### src/rtl/buck_ctrl_params.svh
// Constants for the buck sequencing and overcurrent controller.
// Assumes a 10 MHz mclk; included by the controller and its testbench.
//
// Functional notes
// [RL1] Reference ramp starts only with enable pin, bus UVLO ok and config loaded.
// [RL2] Software enable replaces or joins the hardware enable pin, as configured.
// [RL3] Host mode: turn-on delay 0 to 127 ms in 1 ms steps.
// [RL4] Host mode: reference rise time 1 to 127 ms in 1 ms steps.
// [RL5] Pin-programmed mode: reference rises at fixed 0.625 mV per microsecond.
// [RL6] Overcurrent and overvoltage protection stay armed during the startup ramp.
// [RL7] Switching frequency programmable from 150 kHz to 1.5 MHz.
// [RL8] By default enable pin low turns both drivers off at once.
// [RL9] Host may turn conversion off by command in both modes, optional soft stop.
// [RL10] Host mode soft stop: turn-off delay 0 to 127 ms in 1 ms steps.
// [RL11] Host mode soft stop: ramp-down time 1 to 127 ms in 1 ms steps.
// [RL12] Pin-programmed mode soft stop ramps down at 0.625 mV per microsecond.
// [RL13] Average output current readable with 1/16 A resolution.
// [RL14] Output current also readable as 8-bit value at 1/4 A per count.
// [RL15] Overcurrent warning compares digitized current with a limit; faults ignore it.
// [RL16] Set pulse is 12.5% of period; sample overcurrent after its rising edge.
// [RL17] Default: 8 total overcurrent cycles enter 20 ms hiccup, enable held low.
// [RL18] After hiccup clear overcurrent state and restart, repeating while overload lasts.
// [RL19] Response after 8 limited cycles: latched shutdown or hiccup, hiccup default.
// [RL20] Overcurrent at duty below 0.125 only counts, no duty reduction.
// [RL21] Constant current: 3 consecutive overcurrent cycles step the duty cap down.
// [RL22] 4 consecutive clean cycles double the duty cap back toward nominal.
// [RL23] Host should clear faults after startup to release the alert output.
// [RL24] Delay, ramp and hiccup timers use the timebase and idle when disabled.
`ifndef BUCK_CTRL_PARAMS_SVH
`define BUCK_CTRL_PARAMS_SVH

// Timebase
`define CLK_KHZ        10000
`define CLK_PERIOD_NS  100
`define MS_CYCLES      (`CLK_KHZ)
`define SLEW_US        1
`define US_CYCLES      ((`SLEW_US * 1000) / `CLK_PERIOD_NS)
`define OC_SAMPLE_NS   75
`define OC_SAMPLE_CYC  ((`OC_SAMPLE_NS + `CLK_PERIOD_NS - 1) / `CLK_PERIOD_NS)
`define HICCUP_MS      20
`define OC_MAX_CYCLES  8
`define OC_STEP_RUN    3
`define OK_STEP_RUN    4
`define FREQ_MIN_KHZ   150
`define FREQ_MAX_KHZ   1500

// Register offsets
`define REG_CTRL       8'h00
`define REG_TON_DELAY  8'h01
`define REG_TON_RISE   8'h02
`define REG_TOFF_DELAY 8'h03
`define REG_TOFF_FALL  8'h04
`define REG_FREQ       8'h05
`define REG_REF        8'h06
`define REG_OC_WARN    8'h07
`define REG_IOUT       8'h08
`define REG_IOUT_QA    8'h09
`define REG_STATUS     8'h0a
`define REG_CLEAR      8'h0b

// CTRL fields
`define CTRL_SW_EN     0
`define CTRL_MODE_LO   1
`define CTRL_MODE_HI   2
`define CTRL_SOFT      3
`define CTRL_PIN_PROGRAMMED_VOLTAGE_MODE      4
`define CTRL_LATCH     5
`define CTRL_CC        6

// Reset values
`define CTRL_RST       16'h0000
`define RISE_RST       7'h01
`define FREQ_RST       11'h190
`define REF_RST        12'h000
`define WARN_RST       12'hfff

`endif

### src/rtl/buck_ctrl_pkg.sv
// Types shared by the buck sequencing controller and its environment.
// Assumes nothing beyond the parameter header.
package buck_ctrl_pkg;
  typedef enum logic [2:0] {
    S_OFF     = 3'b000,
    S_TON_DLY = 3'b001,
    S_RISE    = 3'b010,
    S_ON      = 3'b011,
    S_TOFF    = 3'b100,
    S_FALL    = 3'b101,
    S_HICCUP  = 3'b110,
    S_LATCHED = 3'b111
  } seq_state_t;

  typedef enum logic [1:0] {
    CAP_NOM    = 2'b00,
    CAP_HALF   = 2'b01,
    CAP_QUART  = 2'b10,
    CAP_EIGHTH = 2'b11
  } duty_cap_t;

  typedef enum logic [1:0] {
    EN_HW   = 2'b00,
    EN_SW   = 2'b01,
    EN_BOTH = 2'b10
  } en_mode_t;
endpackage

### src/rtl/buck_seq_ocp_ctrl.sv
// Sequencing, shutdown and overcurrent control for a buck power stage.
// Assumes comparator inputs are asynchronous and the current value is on mclk.
`timescale 1ns/100ps
`include "buck_ctrl_params.svh"

module buck_seq_ocp_ctrl #(
  parameter int MS_CYC = `MS_CYCLES
) (
  // Clock and reset
  input  wire logic                     mclk,
  input  wire logic                     reset_n,
  // Register port
  input  wire logic [7:0]               regAddr,
  input  wire logic [15:0]              regWrData,
  input  wire logic                     regWr,
  input  wire logic                     regRd,
  output logic      [15:0]              regRdData,
  // Analog side inputs
  input  wire logic                     enablePin,
  input  wire logic                     busUvOk,
  input  wire logic                     ocTrip,
  input  wire logic                     ovTrip,
  input  wire logic                     dutyBelowEighth,
  input  wire logic                     cfgLoaded,
  input  wire logic [11:0]              iAvg,
  // Power stage outputs
  output logic                          convEnable,
  output logic                          hsGateEn,
  output logic                          lsGateEn,
  output logic                          setPulse,
  output buck_ctrl_pkg::duty_cap_t      dutyCap,
  output logic      [11:0]              refLevel,
  output logic                          ocWarn,
  output logic                          alertOut_n
);
  import buck_ctrl_pkg::*;

  // Two-flop synchronisers for pin-side levels
  logic [4:0] syncA;
  logic [4:0] syncB;
  always_ff @(posedge mclk) begin
    syncA <= {dutyBelowEighth, ovTrip, ocTrip, busUvOk, enablePin};
    syncB <= syncA;
  end
  wire logic pinEn   = syncB[0];
  wire logic busOk   = syncB[1];
  wire logic ocS     = syncB[2];
  wire logic ovS     = syncB[3];
  wire logic dutyLow = syncB[4];

  // Software registers
  logic [15:0] ctrl;
  logic [6:0]  tonDelay;
  logic [6:0]  tonRise;
  logic [6:0]  toffDelay;
  logic [6:0]  toffFall;
  logic [10:0] freqKhz;
  logic [11:0] refTarget;
  logic [11:0] warnLimit;
  logic        ocFault;
  logic        ovFault;
  seq_state_t  state;
  seq_state_t  next_state;

  wire logic       wrHit   = regWr;
  wire logic [10:0] wrFreq = regWrData[10:0];
  wire logic [10:0] freqClamped = (wrFreq < 11'(`FREQ_MIN_KHZ)) ? 11'(`FREQ_MIN_KHZ) :
                                  (wrFreq > 11'(`FREQ_MAX_KHZ)) ? 11'(`FREQ_MAX_KHZ) : wrFreq;
  wire logic clearWr = wrHit && regAddr == `REG_CLEAR;

  // Register writes; out-of-range frequencies clamp rather than fault
  always_ff @(posedge mclk) begin
    if (!reset_n) begin
      ctrl      <= `CTRL_RST;
      tonDelay  <= 7'h00;
      tonRise   <= `RISE_RST;
      toffDelay <= 7'h00;
      toffFall  <= `RISE_RST;
      freqKhz   <= `FREQ_RST;
      refTarget <= `REF_RST;
      warnLimit <= `WARN_RST;
    end else if (wrHit) begin
      case (regAddr)
        `REG_CTRL:       ctrl      <= regWrData;
        `REG_TON_DELAY:  tonDelay  <= regWrData[6:0];
        `REG_TON_RISE:   tonRise   <= regWrData[6:0];
        `REG_TOFF_DELAY: toffDelay <= regWrData[6:0];
        `REG_TOFF_FALL:  toffFall  <= regWrData[6:0];
        `REG_FREQ:       freqKhz   <= freqClamped; // RL7
        `REG_REF:        refTarget <= regWrData[11:0];
        `REG_OC_WARN:    warnLimit <= regWrData[11:0];
        default:         ;
      endcase
    end
  end

  // Control field decode
  wire logic     swEn     = ctrl[`CTRL_SW_EN];
  wire en_mode_t enMode   = en_mode_t'(ctrl[`CTRL_MODE_HI:`CTRL_MODE_LO]);
  wire logic     softStop = ctrl[`CTRL_SOFT];
  wire logic     pin_programmed_voltage_mode     = ctrl[`CTRL_PIN_PROGRAMMED_VOLTAGE_MODE];
  wire logic     latchRsp = ctrl[`CTRL_LATCH];
  wire logic     ccMode   = ctrl[`CTRL_CC];

  // Enable combination: the pin drop is immediate, a software drop may soft stop
  wire logic hwOk = (enMode == EN_SW) || pinEn;   // RL2
  wire logic swOk = (enMode == EN_HW) || swEn;    // RL2 RL9
  wire logic preOk = cfgLoaded && busOk;
  wire logic enOk = preOk && hwOk && swOk;        // RL1
  wire logic hardOff = !preOk || !hwOk || ovS;    // RL8 RL6
  wire logic softOff = !swOk && softStop;         // RL9

  // Millisecond and microsecond timebase
  logic [$clog2(MS_CYC)-1:0] msDiv;
  logic [7:0]                 msCnt;
  logic [3:0]                 usDiv;
  wire logic msTick = msDiv == ($clog2(MS_CYC))'(MS_CYC - 1);
  wire logic usTick = usDiv == 4'(`US_CYCLES - 1);
  wire logic stateChg = next_state != state;
  always_ff @(posedge mclk) begin
    if (!reset_n || !convEnable && state != S_HICCUP) begin
      msDiv <= '0;   // RL24
      usDiv <= 4'h0;
      msCnt <= 8'h00;
    end else begin
      // Restart the divider on every state change so each timed state gets whole milliseconds
      msDiv <= (msTick || stateChg) ? '0 : msDiv + 1'b1;
      usDiv <= usTick ? 4'h0 : usDiv + 4'h1;
      msCnt <= stateChg ? 8'h00 : (msTick ? msCnt + 8'h01 : msCnt);
    end
  end

  // Reference ramp: Bresenham spreads refTarget steps across the ramp time in host mode; pin-programmed mode steps on usTick
  wire logic [6:0]  rampMs  = (state == S_FALL) ? toffFall : tonRise;
  wire logic [6:0]  rampMsC = (rampMs == 7'h00) ? 7'h01 : rampMs;
  wire logic [20:0] rampDen = 21'(rampMsC) * 21'(MS_CYC);
  logic [20:0] acc;
  wire logic [20:0] accSum = acc + 21'(refTarget);
  wire logic accStep = accSum >= rampDen;
  wire logic rampStep = pin_programmed_voltage_mode ? usTick : accStep;   // RL5 RL12
  wire logic riseDone = refLevel >= refTarget;
  wire logic fallDone = refLevel == 12'h000;

  // Overcurrent bookkeeping
  logic [3:0] ocTotal;
  logic [1:0] ocRun;
  logic [2:0] okRun;
  logic       cycleEnd;
  logic       ocSeen;
  wire logic ocLimit = cycleEnd && ocSeen && ocTotal == 4'(`OC_MAX_CYCLES - 1);

  // Sequencer next state
  always_comb begin
    next_state = state;
    unique case (state)
      S_OFF:     if (enOk) next_state = pin_programmed_voltage_mode ? S_RISE : S_TON_DLY;               // RL1
      S_TON_DLY: if (hardOff || !swOk) next_state = S_OFF;
                 else if (msCnt >= 8'(tonDelay)) next_state = S_RISE;            // RL3
      S_RISE:    if (hardOff || !swOk) next_state = S_OFF;
                 else if (ocLimit) next_state = latchRsp ? S_LATCHED : S_HICCUP; // RL6
                 else if (riseDone) next_state = S_ON;                          // RL4
      S_ON:      if (hardOff) next_state = S_OFF;                               // RL8
                 else if (ocLimit) next_state = latchRsp ? S_LATCHED : S_HICCUP; // RL19
                 else if (softOff) next_state = pin_programmed_voltage_mode ? S_FALL : S_TOFF;         // RL9
                 else if (!swOk) next_state = S_OFF;
      S_TOFF:    if (hardOff || ocLimit) next_state = S_OFF;
                 else if (msCnt >= 8'(toffDelay)) next_state = S_FALL;          // RL10
      S_FALL:    if (hardOff || ocLimit || fallDone) next_state = S_OFF;        // RL11
      S_HICCUP:  if (msTick && msCnt == 8'(`HICCUP_MS - 1)) next_state = S_OFF; // RL17 RL18
      S_LATCHED: if (!hwOk || !swOk) next_state = S_OFF;
    endcase
  end

  // Sequencer, reference and gate drive registers
  wire logic next_conv = !(next_state inside {S_OFF, S_HICCUP, S_LATCHED});
  always_ff @(posedge mclk) begin
    if (!reset_n) begin
      state      <= S_OFF;
      convEnable <= 1'b0;
      hsGateEn   <= 1'b0;
      lsGateEn   <= 1'b0;
      refLevel   <= 12'h000;
      acc        <= 21'h0;
    end else begin
      state      <= next_state;
      convEnable <= next_conv;
      hsGateEn   <= next_conv;   // RL8
      lsGateEn   <= next_conv;
      if (!next_conv) begin
        refLevel <= 12'h000;
        acc      <= 21'h0;
      end else if (state == S_RISE && !riseDone) begin
        acc      <= accStep ? accSum - rampDen : accSum;
        refLevel <= rampStep ? refLevel + 12'h001 : refLevel;   // RL4 RL5
      end else if (state == S_FALL && !fallDone) begin
        acc      <= accStep ? accSum - rampDen : accSum;
        refLevel <= rampStep ? refLevel - 12'h001 : refLevel;   // RL11 RL12
      end else begin
        acc      <= 21'h0;
      end
    end
  end

  // Switching period from the frequency setting; low clock rate limits resolution
  wire logic [13:0] period  = 14'(`CLK_KHZ) / 14'(freqKhz);
  wire logic [13:0] setLen  = (period[13:3] == 11'h0) ? 14'h1 : {3'b000, period[13:3]};
  logic [13:0] phase;
  wire logic lastPhase = phase >= period - 14'h1;
  wire logic sampleWin = phase < 14'(`OC_SAMPLE_CYC);
  always_ff @(posedge mclk) begin
    if (!reset_n || !convEnable) begin
      phase    <= 14'h0;
      setPulse <= 1'b0;
      cycleEnd <= 1'b0;
      ocSeen   <= 1'b0;
    end else begin
      phase    <= lastPhase ? 14'h0 : phase + 14'h1;
      setPulse <= lastPhase || (phase + 14'h1 < setLen);   // RL16
      cycleEnd <= lastPhase;
      // The sample window shares its cycle with cycleEnd, so a fresh sample must survive it
      ocSeen   <= (ocSeen && !cycleEnd) || (sampleWin && ocS);   // RL16
    end
  end

  // Overcurrent counting and duty-cap foldback
  wire logic runFull = ocRun == 2'(`OC_STEP_RUN - 1);
  wire logic okFull  = okRun == 3'(`OK_STEP_RUN - 1);
  always_ff @(posedge mclk) begin
    if (!reset_n || !convEnable) begin
      ocTotal <= 4'h0;   // RL18
      ocRun   <= 2'h0;
      okRun   <= 3'h0;
      dutyCap <= CAP_NOM;
    end else if (cycleEnd && ocSeen) begin
      ocTotal <= ocTotal + 4'h1;   // RL17 RL20
      okRun   <= 3'h0;
      ocRun   <= runFull ? 2'h0 : ocRun + 2'h1;
      if (runFull && ccMode && !dutyLow && dutyCap != CAP_EIGHTH) begin
        dutyCap <= duty_cap_t'(dutyCap + 2'h1);   // RL21
      end
    end else if (cycleEnd) begin
      ocRun <= 2'h0;
      okRun <= okFull ? 3'h0 : okRun + 3'h1;
      if (okFull && dutyCap != CAP_NOM) begin
        dutyCap <= duty_cap_t'(dutyCap - 2'h1);   // RL22
      end
      if (okFull && dutyCap == CAP_NOM) ocTotal <= 4'h0;
    end
  end

  // Fault status: a new event wins over a clear in the same cycle
  wire logic warnHit = iAvg > warnLimit;   // RL15
  wire logic ocEvt = ocLimit;
  always_ff @(posedge mclk) begin
    if (!reset_n) begin
      ocFault    <= 1'b0;
      ovFault    <= 1'b0;
      ocWarn     <= 1'b0;
      alertOut_n <= 1'b1;
    end else begin
      ocFault    <= ocEvt || (ocFault && !clearWr);   // RL23
      ovFault    <= ovS || (ovFault && !clearWr);
      ocWarn     <= warnHit || (ocWarn && !clearWr);
      alertOut_n <= !(ocEvt || ovS || warnHit || ((ocFault || ovFault || ocWarn) && !clearWr));
    end
  end

  // Read decode; data stands in the cycle after the strobe
  wire logic [7:0] iQuarter = (iAvg[11:10] != 2'b00) ? 8'hff : iAvg[9:2];   // RL14
  logic [15:0] rdMux;
  always_comb begin
    unique case (regAddr)
      `REG_CTRL:       rdMux = ctrl;
      `REG_TON_DELAY:  rdMux = {9'h0, tonDelay};
      `REG_TON_RISE:   rdMux = {9'h0, tonRise};
      `REG_TOFF_DELAY: rdMux = {9'h0, toffDelay};
      `REG_TOFF_FALL:  rdMux = {9'h0, toffFall};
      `REG_FREQ:       rdMux = {5'h0, freqKhz};
      `REG_REF:        rdMux = {4'h0, refTarget};
      `REG_OC_WARN:    rdMux = {4'h0, warnLimit};
      `REG_IOUT:       rdMux = {4'h0, iAvg};   // RL13
      `REG_IOUT_QA:    rdMux = {8'h0, iQuarter};
      `REG_STATUS:     rdMux = {4'h0, ocTotal, 1'b0, ocWarn, ovFault, ocFault,
                                dutyCap, state[1:0]} | {state[2], 15'h0};
      default:         rdMux = 16'h0000;
    endcase
  end
  always_ff @(posedge mclk) begin
    if (!reset_n) regRdData <= 16'h0000;
    else regRdData <= regRd ? rdMux : 16'h0000;
  end

  // Checks
  property p_start_gate;
    @(posedge mclk) disable iff (!reset_n)
    (state == S_OFF && next_state != S_OFF) |-> enOk;
  endproperty
  a_start_gate: assert property (p_start_gate) else $error("start without enables"); // RL1
  property p_pin_off;
    @(posedge mclk) disable iff (!reset_n)
    (state == S_ON && !hwOk) |=> (!hsGateEn && !lsGateEn);
  endproperty
  a_pin_off: assert property (p_pin_off) else $error("drivers left on"); // RL8
  property p_hiccup_entry;
    @(posedge mclk) disable iff (!reset_n)
    (ocLimit && !latchRsp && state inside {S_RISE, S_ON} && !hardOff) |=> ##1 !convEnable;
  endproperty
  a_hiccup_entry: assert property (p_hiccup_entry) else $error("no hiccup"); // RL17
  property p_latch;
    @(posedge mclk) disable iff (!reset_n)
    (ocLimit && latchRsp && state == S_ON && !hardOff) |=> state == S_LATCHED;
  endproperty
  a_latch: assert property (p_latch) else $error("no latched stop"); // RL19
  property p_hiccup_end;
    @(posedge mclk) disable iff (!reset_n)
    (state == S_HICCUP && next_state == S_OFF) |-> (msCnt == 8'(`HICCUP_MS - 1) && msTick);
  endproperty
  a_hiccup_end: assert property (p_hiccup_end) else $error("hiccup length"); // RL18
  property p_low_duty;
    @(posedge mclk) disable iff (!reset_n)
    (cycleEnd && ocSeen && dutyLow && convEnable) |=> dutyCap == $past(dutyCap);
  endproperty
  a_low_duty: assert property (p_low_duty) else $error("cap moved at low duty"); // RL20
  property p_fold;
    @(posedge mclk) disable iff (!reset_n)
    (cycleEnd && ocSeen && runFull && ccMode && !dutyLow && dutyCap != CAP_EIGHTH
     && convEnable) |=> dutyCap == duty_cap_t'($past(dutyCap) + 2'h1);
  endproperty
  a_fold: assert property (p_fold) else $error("foldback step missing"); // RL21
  property p_recover;
    @(posedge mclk) disable iff (!reset_n)
    (cycleEnd && !ocSeen && okFull && dutyCap != CAP_NOM && convEnable)
    |=> dutyCap == duty_cap_t'($past(dutyCap) - 2'h1);
  endproperty
  a_recover: assert property (p_recover) else $error("recovery step missing"); // RL22
  property p_quarter;
    @(posedge mclk) disable iff (!reset_n)
    (regRd && regAddr == `REG_IOUT_QA && iAvg[11:10] == 2'b00)
    |=> regRdData[7:0] == $past(iAvg[9:2]);
  endproperty
  a_quarter: assert property (p_quarter) else $error("quarter amp read"); // RL14
  c_hiccup: cover property (@(posedge mclk) disable iff (!reset_n) state == S_HICCUP);
  c_latched: cover property (@(posedge mclk) disable iff (!reset_n) state == S_LATCHED);
  c_ramp: cover property (@(posedge mclk) disable iff (!reset_n) state == S_RISE ##1 state == S_ON);
  c_eighth: cover property (@(posedge mclk) disable iff (!reset_n) dutyCap == CAP_EIGHTH);
endmodule

### config.mk
export PLATFORM = sky130hd
export DESIGN_NAME = buck_seq_ocp_ctrl
export DESIGN_NICKNAME = d
export VERILOG_FILES = /design/src/rtl/buck_ctrl_pkg.sv /design/src/rtl/buck_seq_ocp_ctrl.sv
export VERILOG_INCLUDE_DIRS = /design/src /design/src/rtl
export SDC_FILE = /design/constraint.sdc
export NUM_CORES = 1
export LEC_CHECK = 0
export ABC_AREA = 1
export BUFFER_PORTS_ARGS = -buffer_cell sky130_fd_sc_hd__buf_4
export CAP_MARGIN = 15
export CORE_UTILIZATION = 45
export CTS_CLUSTER_SIZE = 8
export DETAILED_ROUTE_END_ITERATION = 12
export GPL_TIMING_DRIVEN = 0
export PLACE_DENSITY_LB_ADDON = 0.1
export SLEW_MARGIN = 20
export SYNTH_ARGS = -nofsm -noshare
export SYNTH_HDL_FRONTEND = slang
export SYNTH_SLANG_ARGS = --single-unit
export TNS_END_PERCENT = 100
### constraint.sdc
create_clock -name mclk -period 29.9 [get_ports mclk]
set_input_delay 2.99 -clock mclk [delete_from_list [all_inputs] [get_ports mclk]]
set_output_delay 2.99 -clock mclk [all_outputs]
set_load 0.01 [all_outputs]
==> parameters.txt, run 1 <==
Parameter                              Value

STA
  Fin Clk Skew    14.8 ps
  Fmax    37.0 MHz
  Worst Setup Slack, final    2860 ps
  Transition time of the tightest slew-check pin    1170 ps
  Final-layout worst hold slack    329 ps
  Sum of negative setup slack    0 ps
  Max-slew headroom at the worst pin    0.213
  Pins Over Slew Limit    0
  Share of the cycle needed by the critical path after routing    0.904
  Unrepaired setup endpoints after global routing    no
  Crit path time final    27040 ps
  Count of final setup violators    0
  Hold violation count in the final report    0

Synthesis
  Number of enable flip-flop cells after synthesis    0
  Sequential cell area fraction in the yosys report    0.228
  Main flop type after synthesis    dfxtp_1
  Syn_nets    2831
  Async S/R FF share, synth    0
  Cell area after synthesis    17600 um2
  Number of warning messages in the yosys log    0
  Average cell area after synthesis    6.92 um2
  Register bit count reported by yosys    200
  Synthesized netlist cell count    2540
  Number of distinct standard cells referenced by the synthesized netlist    63

Worst setup path
  Worst reg-to-reg setup slack    2860 ps
  End of the worst register-to-register path    phase[4]
  Crit Path Category    reg2reg
  Worst reg2reg path startpoint    freqKhz[1]
  Critical path endpoint category    register
  Worst setup path endpoint    phase[4]
  Kind of cell adding the most delay to the critical path    simple AND/OR/NAND/NOR gates
  Cell occurring most often along the worst timing path    nand2_1
  Total stage count of the critical path    164
  Data arrival at the endpoint of the critical path    27390 ps
  Buffer and inverter count on the worst path    35
  Worst r2r path cells    164
  Critical-path cell with the highest stage delay    dfxtp_1
  Critical Path Source Type    register
  CP Max Fanout    10
  Data required, critical path    30250 ps
  Worst stage delay on the critical path    560 ps
  Setup crit start    freqKhz[1]

Clock tree
  Maximum clock insertion buffer count    2
  Clk_lat worst skew    470 ps
  Number of CTS-inserted buffers    17
  Root buffer cell    clkbuf_16
  Num Clock Sinks    200
  H-tree Lvls    4
  TritonCTS clock tree    yes
  Clk pin slew, worst setup/hold paths    80 ps

Power and ir drop
  Design internal power    0.447 mW
  Proportion of power drawn by flip-flops and latches    0.396
  Leakage power of the design    9.40 nW
  Share of total power consumed by net switching    0.350
  Peak ir drop on the vdd network    0.0445 mV
  Portion of total power attributed to the clock network    0.350
  Net switching power figure    0.241 mW
  Share of total power in combinational logic    0.254
  Power density relative to cell area    35.2 nW/um2

Die
  Number of top-level pins    82
  Height of the chip    200 um
  Die outline width    200 um
  Initial Util    0.456
  Cell row count    72
  Die area    39800 um2
  Placeable core region    38600 um2

Routing
  Detail Route Antenna Nets    0
  Total length of routed wires    51400 um
  DR pass1 iterations    5
  Vias after detailed routing    17.2k
  DRC errors left    0
  Violation count after the first detailed-routing iteration    1146
  Avg Vias per Cell    5.41
  Wire per inst    16.2 um

Layout
  Final antenna diode count    0
  Relative area change from synthesis to final layout    11.1%
  Non-Filler Cell Area, Final    19500 um2
  Share of the core filled with cells    0.506
  Proportion of layout cells with a drive suffix above 1    0.0857
  Total Nets Final    2938
  Number of fill cells in the layout    3994

Placed design
  Setup Slack @ Placement    1820 ps
  Placed inst area    18800 um2
  Placer Congestion    0.966
  Port Buffers    81
  Detailed Place HPWL    41700 um

Global routing
  Largest net degree at the start of global routing    23
  Via count of the first global-routing pass    15.8k
  Global-route wire length before repair    81600 um
  Initial antenna violation count    0
  Residual overflow from global routing    0
  Global routing usage summed across all routing layers    0.260

Hold path
  Hold Crit Class    reg2reg

Run status
  Outcome    completed

Flow run
  Count of maximum capacitance violations    0
metal layers:
layer	part of all wire	vias up	track usage	wire, um
met4	0.025	0	0.0876	1300
li1	-	8771	-	-
met2	0.44	436	0.414	22700
met5	0	-	0	0
met3	0.049	74	0.0366	2510
met1	0.48	7898	0.357	24800
per-stage QoR:
stage,cells,power [mW]
final,3178,0.688
after global placement,3139,0.450
after floorplan,2540,0.406
after detailed placement,3139,0.452
after global routing,3178,0.731
after CTS,3171,0.694
layout by cell type (no fill, tap or decap), types with 8 or more instances in the layout:
cell       count
a211oi_1      23
a21o_1         8
a21oi_1      231
a221oi_1      25
a31oi_1        8
buf_2          9
buf_4         90
clkbuf_1      29
clkbuf_16     17
clkinv_1       8
dfxtp_1      199
fa_1          11
ha_1         234
inv_1        380
inv_2          9
nand2_1      431
nand2_2       19
nand3_1       99
nand3_2       22
nand4_1       27
nor2_1       205
nor3_1        56
nor4_1        26
o211ai_1      23
o21a_1        12
o21ai_0      175
o21ai_1       19
o21bai_1      19
o22ai_1       13
o31ai_1        9
or2_2         17
xnor2_1       28
xor2_1        89
what timing repair did:
action                     CTS  global route
hold buffers                 0             0
resized for setup            0            17
setup endpoints to repair    0            16
buffers inserted             0             7
worst min path at each step:
stage	startpoint	endpoint	slack, ps	depth (start not counted)
final	syncA[4]	syncB[4]	330	0
after global routing	syncA[4]	syncB[4]	340	0
after CTS	syncA[2]	syncB[2]	330	0
after detailed placement	syncA[3]	syncB[3]	310	0
after global placement	syncA[3]	syncB[3]	310	0
after floorplan	syncA[0]	syncB[0]	310	0
synthesized netlist by cell type (all sizes together) (25+ instances only):
master	number	area share
nand2	451	0.099
inv	391	0.084
ha	234	0.17
a21oi	232	0.067
nor2	214	0.048
dfxtp	200	0.23
o21ai	196	0.056
nand3	122	0.041
xor2	89	0.044
nor3	57	0.017
clkbuf	33	0.0071
nand4	28	0.011
xnor2	28	0.014
nor4	26	0.0093
a221oi	25	0.012
power groups by stage:
| stage | Combinational [mW] | Clock, mW | Sequential (mW) |
|---|---|---|---|
| after floorplan | 0.128 | 0 | 0.278 |
| after global placement | 0.172 | 0 | 0.278 |
| after detailed placement | 0.174 | 0 | 0.278 |
| after CTS | 0.174 | 0.247 | 0.272 |
| after global routing | 0.200 | 0.258 | 0.273 |
| final | 0.175 | 0.241 | 0.272 |
registers in the layout, indices dropped and copies added, names as in the netlist, 3 cells and up:
register / count
acc: 21
ctrl: 16
freqKhz: 11
msCnt: 8
msDiv: 14
ocTotal: 4
okRun: 3
phase: 14
refLevel: 12
refTarget: 12
regRdData: 16
state: 3
syncA: 5
syncB: 5
toffDelay: 7
toffFall: 7
tonDelay: 7
tonRise: 7
usDiv: 4
warnLimit: 12
cells by family (layout without fill, tap and decap cells):
family,count (synthesis),after routing,share of synthesized area
AO/OA/AOI/OAI,597,597,0.198
XOR/XNOR,117,117,0.0583
adder cells (fa/ha/maj),245,245,0.179
buffers and inverters,446,566,0.0964
flip-flops,200,200,0.228
multiplexers,1,1,0.000570
AND/OR/NAND/NOR,934,934,0.239
layout make-up:
class | count | area [um2] | area share
multi-input combinational | 1894 | 11900 | 0.609
sequential | 200 | 4010 | 0.205
buffer | 46 | 196 | 0.0101
inverter | 400 | 1510 | 0.0775
clock buffer | 17 | 425 | 0.0218
clock inverter | 15 | 191 | 0.00981
timing repair buffer | 88 | 661 | 0.0338
tap | 518 | 648 | 0.0332
worst reg2reg max path: cells and delay by family (launching register included):
| family | cells | cell delay (ps) |
|---|---|---|
| AO/OA/AOI/OAI | 45 | 7300 |
| XOR/XNOR | 1 | 100 |
| adder cells (fa/ha/maj) | 16 | 4920 |
| buffers and inverters | 35 | 5680 |
| flip-flops | 1 | 560 |
| AND/OR/NAND/NOR | 67 | 8350 |
Note: power is estimated with default switching activity, not from simulation.
==> run 2: changes to the inputs <==
==> constraint.sdc (replaced) <==
create_clock -name mclk -period 22.7 [get_ports mclk]
set_input_delay 2.27 -clock mclk [delete_from_list [all_inputs] [get_ports mclk]]
set_output_delay 2.27 -clock mclk [all_outputs]
set_load 0.01 [all_outputs]
==> run 2 against run 1 <==
Net effect:
- cell area increased by 9.7%
- count of clock-buffer cells in the layout did not move
- critical path depth unchanged
- first-iteration DRC count is 0.79% lower
- core utilization grew 4.9 points
- via count increased by 4.4%
- clock power increased by 32%
- maximum frequency is 25% higher
- combinational power increased by 74%
==> parameters.txt, run 2 (synthesis results as in run 1) <==
Parameter                              Value

Die
  Placeable core region    38600 um2 (unchanged)
  Number of top-level pins    82 (unchanged)
  Initial Util    0.456 (unchanged)
  Die area    39800 um2 (unchanged)
  Die outline width    200 um (unchanged)
  Cell row count    72 (unchanged)
  Height of the chip    200 um (unchanged)

Routing
  Wire per inst    16.6 um (was 16.2 um)
  Violation count after the first detailed-routing iteration    1137 (was 1146)
  Total length of routed wires    54400 um (was 51400 um)
  Avg Vias per Cell    5.46 (was 5.41)
  Vias after detailed routing    17.9k (was 17.2k)
  DRC errors left    0 (unchanged)
  DR pass1 iterations    5 (unchanged)
  Detail Route Antenna Nets    0 (unchanged)

Layout
  Non-Filler Cell Area, Final    21400 um2 (was 19500 um2)
  Commonest cells after routing, fill and taps aside    nand2_1 (407), inv_1 (362), a21oi_1 (217) (was nand2_1 (431), inv_1 (380), ha_1 (234))
  Registers with the highest flip-flop counts    acc: 21 flops, ctrl: 16 flops, regRdData: 16 flops (unchanged)
  Share of the core filled with cells    0.556 (was 0.506)
  Number of fill cells in the layout    3756 (was 3994)
  Final antenna diode count    0 (unchanged)
  Most flops, register    acc (unchanged)
  Proportion of layout cells with a drive suffix above 1    0.172 (was 0.0857)
  Flip-flop count of the largest register, all copies and words added    21 (unchanged)
  Total Nets Final    3044 (was 2938)
  Relative area change from synthesis to final layout    21.9% (was 11.1%)
  Most common cell after layout, fill and taps aside    nand2_1 (unchanged)

Worst setup path
  Buffer and inverter count on the worst path    38 (was 35)
  Critical Path Source Type    register (unchanged)
  Worst reg2reg path startpoint    freqKhz[0] (was freqKhz[1])
  Critical-path cell with the highest stage delay    dfxtp_4 (was dfxtp_1)
  Kind of cell adding the most delay to the critical path    simple AND/OR/NAND/NOR gates (unchanged)
  Worst reg-to-reg setup slack    1060 ps (was 2860 ps)
  Total stage count of the critical path    164 (unchanged)
  Worst stage delay on the critical path    400 ps (was 560 ps)
  Cell occurring most often along the worst timing path    nand2_1 (unchanged)
  CP Max Fanout    10 (unchanged)
  Worst r2r path cells    164 (unchanged)
  Worst setup path endpoint    phase[4] (unchanged)
  Data required, critical path    23110 ps (was 30250 ps)
  End of the worst register-to-register path    phase[4] (unchanged)
  Data arrival at the endpoint of the critical path    22050 ps (was 27390 ps)
  Crit Path Category    reg2reg (unchanged)
  Critical path endpoint category    register (unchanged)
  Setup crit start    freqKhz[0] (was freqKhz[1])

Placed design
  Setup Slack @ Placement    -5380 ps (was 1820 ps)
  Placer Congestion    0.966 (unchanged)
  Placed inst area    18800 um2 (unchanged)
  Detailed Place HPWL    41700 um (unchanged)
  Port Buffers    81 (unchanged)

STA
  Share of the cycle needed by the critical path after routing    0.953 (was 0.904)
  Crit path time final    21640 ps (was 27040 ps)
  Transition time of the tightest slew-check pin    1190 ps (was 1170 ps)
  Fin Clk Skew    12.4 ps (was 14.8 ps)
  Count of final setup violators    0 (unchanged)
  Final-layout worst hold slack    329 ps (about the same)
  Pins Over Slew Limit    0 (unchanged)
  Hold violation count in the final report    0 (unchanged)
  Worst Setup Slack, final    1060 ps (was 2860 ps)
  Fmax    46.2 MHz (was 37.0 MHz)
  Max-slew headroom at the worst pin    0.201 (was 0.213)

Clock tree
  H-tree Lvls    4 (unchanged)
  Root buffer cell    clkbuf_16 (unchanged)
  Post-cts hold buffer count    0 (unchanged)
  Clk_lat worst skew    480 ps (was 470 ps)
  Num Clock Sinks    200 (unchanged)
  Number of CTS-inserted buffers    17 (unchanged)
  Maximum clock insertion buffer count    2 (unchanged)
  TritonCTS clock tree    yes (unchanged)
  Clk pin slew, worst setup/hold paths    80 ps (about the same)

Global routing
  Largest net degree at the start of global routing    23 (unchanged)
  Global routing usage summed across all routing layers    0.265 (was 0.260)
  Via count of the first global-routing pass    16.2k (was 15.8k)
  Global-route wire length before repair    83200 um (was 81600 um)
  Residual overflow from global routing    0 (unchanged)
  Initial antenna violation count    0 (unchanged)

Power and ir drop
  Total power consumption of the routed design    0.980 mW (was 0.688 mW)
  Leakage power of the design    10.1 nW (was 9.40 nW)
  Share of total power consumed by net switching    0.352 (was 0.350)
  Net switching power figure    0.345 mW (was 0.241 mW)
  Design internal power    0.635 mW (was 0.447 mW)
  Power density relative to cell area    45.8 nW/um2 (was 35.2 nW/um2)
  Share of total power in combinational logic    0.310 (was 0.254)
  Portion of total power attributed to the clock network    0.324 (was 0.350)
  Peak ir drop on the vdd network    0.0594 mV (was 0.0445 mV)
  Proportion of power drawn by flip-flops and latches    0.365 (was 0.396)

Run status
  Outcome    completed (unchanged)

Hold path
  Hold path depth    0 (unchanged)
  Hold Crit Class    reg2reg (unchanged)

Flow run
  Count of maximum capacitance violations    0 (unchanged)
-- run 2: cell count changes in the layout (fill, tap and decap cells not counted), sizes merged --
cell and delta:
clkinv +2, clkbuf -4, buf +110, inv -2
-- run 2: routing by layer --
| layer | part of all wire | vias to the layer above | wire [um] | track usage |
|---|---|---|---|---|
| met5 | 0 | - | 0 | 0 |
| met4 | 0.026 | 0 | 1410 | 0.0950 |
| met3 | 0.053 | 83 | 2900 | 0.0366 |
| met2 | 0.45 | 505 | 24600 | 0.423 |
| met1 | 0.47 | 8352 | 25500 | 0.363 |
| li1 | - | 8996 | - | - |
-- run 2: final cells by class --
cell class / instances / area [um2] / area share
multi-input combinational: 1894 / 12700 / 0.595
tap: 518 / 648 / 0.0303
buffer: 45 / 328 / 0.0153
inverter: 400 / 1560 / 0.0729
sequential: 200 / 4010 / 0.187
clock buffer: 17 / 425 / 0.0199
timing repair buffer: 195 / 1520 / 0.0709
clock inverter: 15 / 191 / 0.00894
-- run 2: power by group through the flow --
stage | registers (mW) | logic, mW | clock network (mW)
global route | 0.359 | 0.337 | 0.339
finish | 0.358 | 0.304 | 0.318
global placement | 0.367 | 0.226 | 0
detailed placement | 0.367 | 0.229 | 0
CTS | 0.358 | 0.253 | 0.326
floorplan | 0.366 | 0.169 | 0
-- run 2: worst reg2reg max path, delay by kind of cell (launching register included) --
family	cells	cell delay, ps
simple gates	67	7480
compound gates	41	5710
flops	1	400
fa+ha+maj	16	4090
buf+inv	38	3590
xor+xnor	2	310
-- run 2: stage by stage --
| step | setup TNS, ps | instances |
|---|---|---|
| floorplan | 0 | 2540 |
| global placement | -79450 | 3139 |
| detailed placement | -82640 | 3139 |
| CTS | 0 | 3214 |
| global route | -5020 | 3284 |
| finish | 0 | 3284 |
-- run 2: worst min path at each step --
| stage | startpoint | end |
|---|---|---|
| after floorplan | syncA[0] | syncB[0] |
| after global placement | syncA[3] | syncB[3] |
| after detailed placement | syncA[3] | syncB[3] |
| after CTS | syncA[2] | syncB[2] |
| after global routing | syncA[4] | syncB[4] |
| final | syncA[4] | syncB[4] |
-- run 2: what timing repair did --
| item | CTS | global route |
|---|---|---|
| endpoints found under the setup margin | 16 | 16 |
| cloned | 0 | 2 |
| setup buffers | 44 | 69 |
| hold endpoints to repair | 0 | 0 |
| resized for setup | 92 | 183 |
| pin swaps | 31 | 97 |
==> run 3: changes to the inputs <==
--- a/config.mk
+++ b/config.mk
@@ -9,11 +9,12 @@
 export ABC_AREA = 1
 export BUFFER_PORTS_ARGS = -buffer_cell sky130_fd_sc_hd__buf_4
 export CAP_MARGIN = 15
+export CORE_MARGIN = 1.5
 export CORE_UTILIZATION = 45
 export CTS_CLUSTER_SIZE = 8
 export DETAILED_ROUTE_END_ITERATION = 12
 export GPL_TIMING_DRIVEN = 0
-export PLACE_DENSITY_LB_ADDON = 0.1
+export PLACE_DENSITY = 0.6
 export SLEW_MARGIN = 20
 export SYNTH_ARGS = -nofsm -noshare
 export SYNTH_HDL_FRONTEND = slang
==> run 3 against run 2 <==
Net effect:
- sequential share of layout area is 0.19 points higher
- combinational power hardly changed
- cell count is 0.21% lower
- maximum frequency hardly changed
- via count is 0.11% lower
- cell area is 1.0% lower
==> parameters.txt, run 3 (synthesis results as in run 1) <==
Parameter                              Value

Layout
  Proportion of layout cells with a drive suffix above 1    0.166 (was 0.172)
  Register area    4010 um2 (unchanged)
  Most flops, register    acc (unchanged)
  Relative area change from synthesis to final layout    20.7% (was 21.9%)
  Total Nets Final    3037 (was 3044)
  Most common cell after layout, fill and taps aside    nand2_1 (unchanged)
  Flip-flop count of the largest register, all copies and words added    21 (unchanged)
  Final antenna diode count    0 (unchanged)
  Share of the core filled with cells    0.550 (was 0.556)
  Number of fill cells in the layout    3800 (was 3756)
  Area of the multi-input gates    12600 um2 (was 12700 um2)
  Commonest cells after routing, fill and taps aside    nand2_1 (416), inv_1 (359), a21oi_1 (213) (was nand2_1 (407), inv_1 (362), a21oi_1 (217))
  Registers with the highest flip-flop counts    acc: 21 flops, ctrl: 16 flops, regRdData: 16 flops (unchanged)

Clock tree
  TritonCTS clock tree    yes (unchanged)
  Root buffer cell    clkbuf_16 (unchanged)
  Num Clock Sinks    200 (unchanged)
  Clk_lat worst skew    470 ps (was 480 ps)
  Maximum clock insertion buffer count    2 (unchanged)
  H-tree Lvls    4 (unchanged)
  Clk pin slew, worst setup/hold paths    80 ps (about the same)
  Post-cts hold buffer count    0 (unchanged)
  Number of CTS-inserted buffers    17 (unchanged)

Routing
  Total length of routed wires    54700 um (was 54400 um)
  Wire per inst    16.7 um (was 16.6 um)
  DR pass1 iterations    6 (was 5)
  Avg Vias per Cell    5.47 (was 5.46)
  Vias after detailed routing    17.9k (about the same)
  Detail Route Antenna Nets    0 (unchanged)
  Violation count after the first detailed-routing iteration    1154 (was 1137)
  DRC errors left    0 (unchanged)

Power and ir drop
  Peak ir drop on the vdd network    0.0597 mV (was 0.0594 mV)
  Leakage power of the design    10.0 nW (was 10.1 nW)
  Portion of total power attributed to the clock network    0.324 (about the same)
  Share of total power consumed by net switching    0.348 (was 0.352)
  Share of total power in combinational logic    0.312 (was 0.310)
  Net switching power figure    0.342 mW (was 0.345 mW)
  Design internal power    0.641 mW (was 0.635 mW)
  Power density relative to cell area    46.4 nW/um2 (was 45.8 nW/um2)
  Proportion of power drawn by flip-flops and latches    0.364 (was 0.365)

Die
  Cell row count    72 (unchanged)
  Number of top-level pins    82 (unchanged)
  Placeable core region    38600 um2 (unchanged)
  Die outline width    201 um (was 200 um)
  Initial Util    0.456 (unchanged)
  Die area    40200 um2 (was 39800 um2)
  Height of the chip    201 um (was 200 um)

Placed design
  Placer Congestion    0.968 (was 0.966)
  Setup Slack @ Placement    -5420 ps (was -5380 ps)
  Detailed Place HPWL    42100 um (was 41700 um)
  Port Buffers    81 (unchanged)

STA
  Count of final setup violators    0 (unchanged)
  Fin Clk Skew    16.1 ps (was 12.4 ps)
  Worst Setup Slack, final    1050 ps (was 1060 ps)
  Fmax    46.2 MHz (about the same)
  Hold violation count in the final report    0 (unchanged)
  Share of the cycle needed by the critical path after routing    0.954 (was 0.953)
  Sum of negative setup slack    0 ps (unchanged)
  Crit path time final    21650 ps (was 21640 ps)
  Pins Over Slew Limit    0 (unchanged)
  Transition time of the tightest slew-check pin    1010 ps (was 1190 ps)
  Max-slew headroom at the worst pin    0.324 (was 0.201)

Flow run
  Count of maximum capacitance violations    0 (unchanged)

Worst setup path
  Worst r2r path cells    162 (was 164)
  Worst stage delay on the critical path    380 ps (was 400 ps)
  CP Max Fanout    10 (unchanged)
  Data required, critical path    23100 ps (was 23110 ps)
  Crit Path Category    reg2reg (unchanged)
  Data arrival at the endpoint of the critical path    22050 ps (about the same)
  Critical path endpoint category    register (unchanged)
  Setup crit start    freqKhz[0] (unchanged)
  End of the worst register-to-register path    phase[7] (was phase[4])
  Worst reg2reg path startpoint    freqKhz[0] (unchanged)
  Worst setup path endpoint    phase[7] (was phase[4])
  Critical-path cell with the highest stage delay    dfxtp_4 (unchanged)
  Worst reg-to-reg setup slack    1050 ps (was 1060 ps)
  Cell occurring most often along the worst timing path    nand2_1 (unchanged)
  Critical Path Source Type    register (unchanged)

Hold path
  Hold Crit Class    reg2reg (unchanged)

Global routing
  Global-route wire length before repair    85800 um (was 83200 um)
  Residual overflow from global routing    0 (unchanged)
  Global routing usage summed across all routing layers    0.262 (was 0.265)
  Initial antenna violation count    0 (unchanged)
  Via count of the first global-routing pass    17.0k (was 16.2k)
  Largest net degree at the start of global routing    22 (was 23)

Run status
  Outcome    completed (unchanged)
[run 3: worst min path at each step]
stage              from  endpoint  slack (ps)  cells past startpoint
3_5_place_dp   syncA[1]  syncB[1]         310                      0
5_1_grt        syncA[1]  syncB[1]         330                      0
2_1_floorplan  syncA[0]  syncB[0]         310                      0
3_3_place_gp   syncA[1]  syncB[1]         310                      0
4_1_cts        syncA[1]  syncB[1]         330                      0
6_report       syncA[3]  syncB[3]         330                      0
[run 3: area by class of cell]
cell class | instances | share of cell area
flip-flops and latches | 200 | 0.189
repair buffers | 187 | 0.0679
clock inverters | 14 | 0.00791
clock buffers | 18 | 0.0207
multi-input cells | 1895 | 0.596
well taps | 518 | 0.0306
inverters | 400 | 0.0730
plain buffers | 45 | 0.0148
[run 3: stage by stage]
stage / hold WS (ps) / area, um2 / total power, mW / std cells
global placement: 311 / 18800 / 0.592 / 3139
CTS: 332 / 20100 / 0.941 / 3219
global route: 334 / 21200 / 1.03 / 3277
detailed placement: 312 / 18800 / 0.595 / 3139
floorplan: 310 / 17600 / 0.534 / 2540
finish: 330 / 21200 / 0.983 / 3277
[run 3: worst max-delay path: cells and delay by family (launching register included)]
family,cells,cell delay (ps)
AND/OR/NAND/NOR,68,7380
AO/OA/AOI/OAI,39,5690
adder cells (fa/ha/maj),16,4050
flip-flops,1,380
buffers and inverters,37,3650
XOR/XNOR,2,320
[run 3: timing repair]
item | 4_1_cts | 5_1_grt
setup buffers | 49 | 56
setup endpoints to repair | 16 | 16
resized for setup | 90 | 159
cloned | 0 | 2
pin swaps | 36 | 89
[run 3: per-layer routing]
| metal | GRT usage | vias up | routed length [um] |
|---|---|---|---|
| li1 | - | 9004 | - |
| met4 | 0.0816 | 0 | 1430 |
| met2 | 0.435 | 463 | 25100 |
| met5 | 0 | - | 0 |
| met3 | 0.0273 | 92 | 2520 |
| met1 | 0.355 | 8358 | 25700 |
[run 3: power groups by stage]
| stage | Combinational (mW) | Clock [mW] | Sequential, mW |
|---|---|---|---|
| after global placement | 0.225 | 0 | 0.366 |
| after global routing | 0.338 | 0.337 | 0.359 |
| after floorplan | 0.169 | 0 | 0.366 |
| final | 0.307 | 0.319 | 0.358 |
| after CTS | 0.258 | 0.325 | 0.358 |
| after detailed placement | 0.229 | 0 | 0.367 |
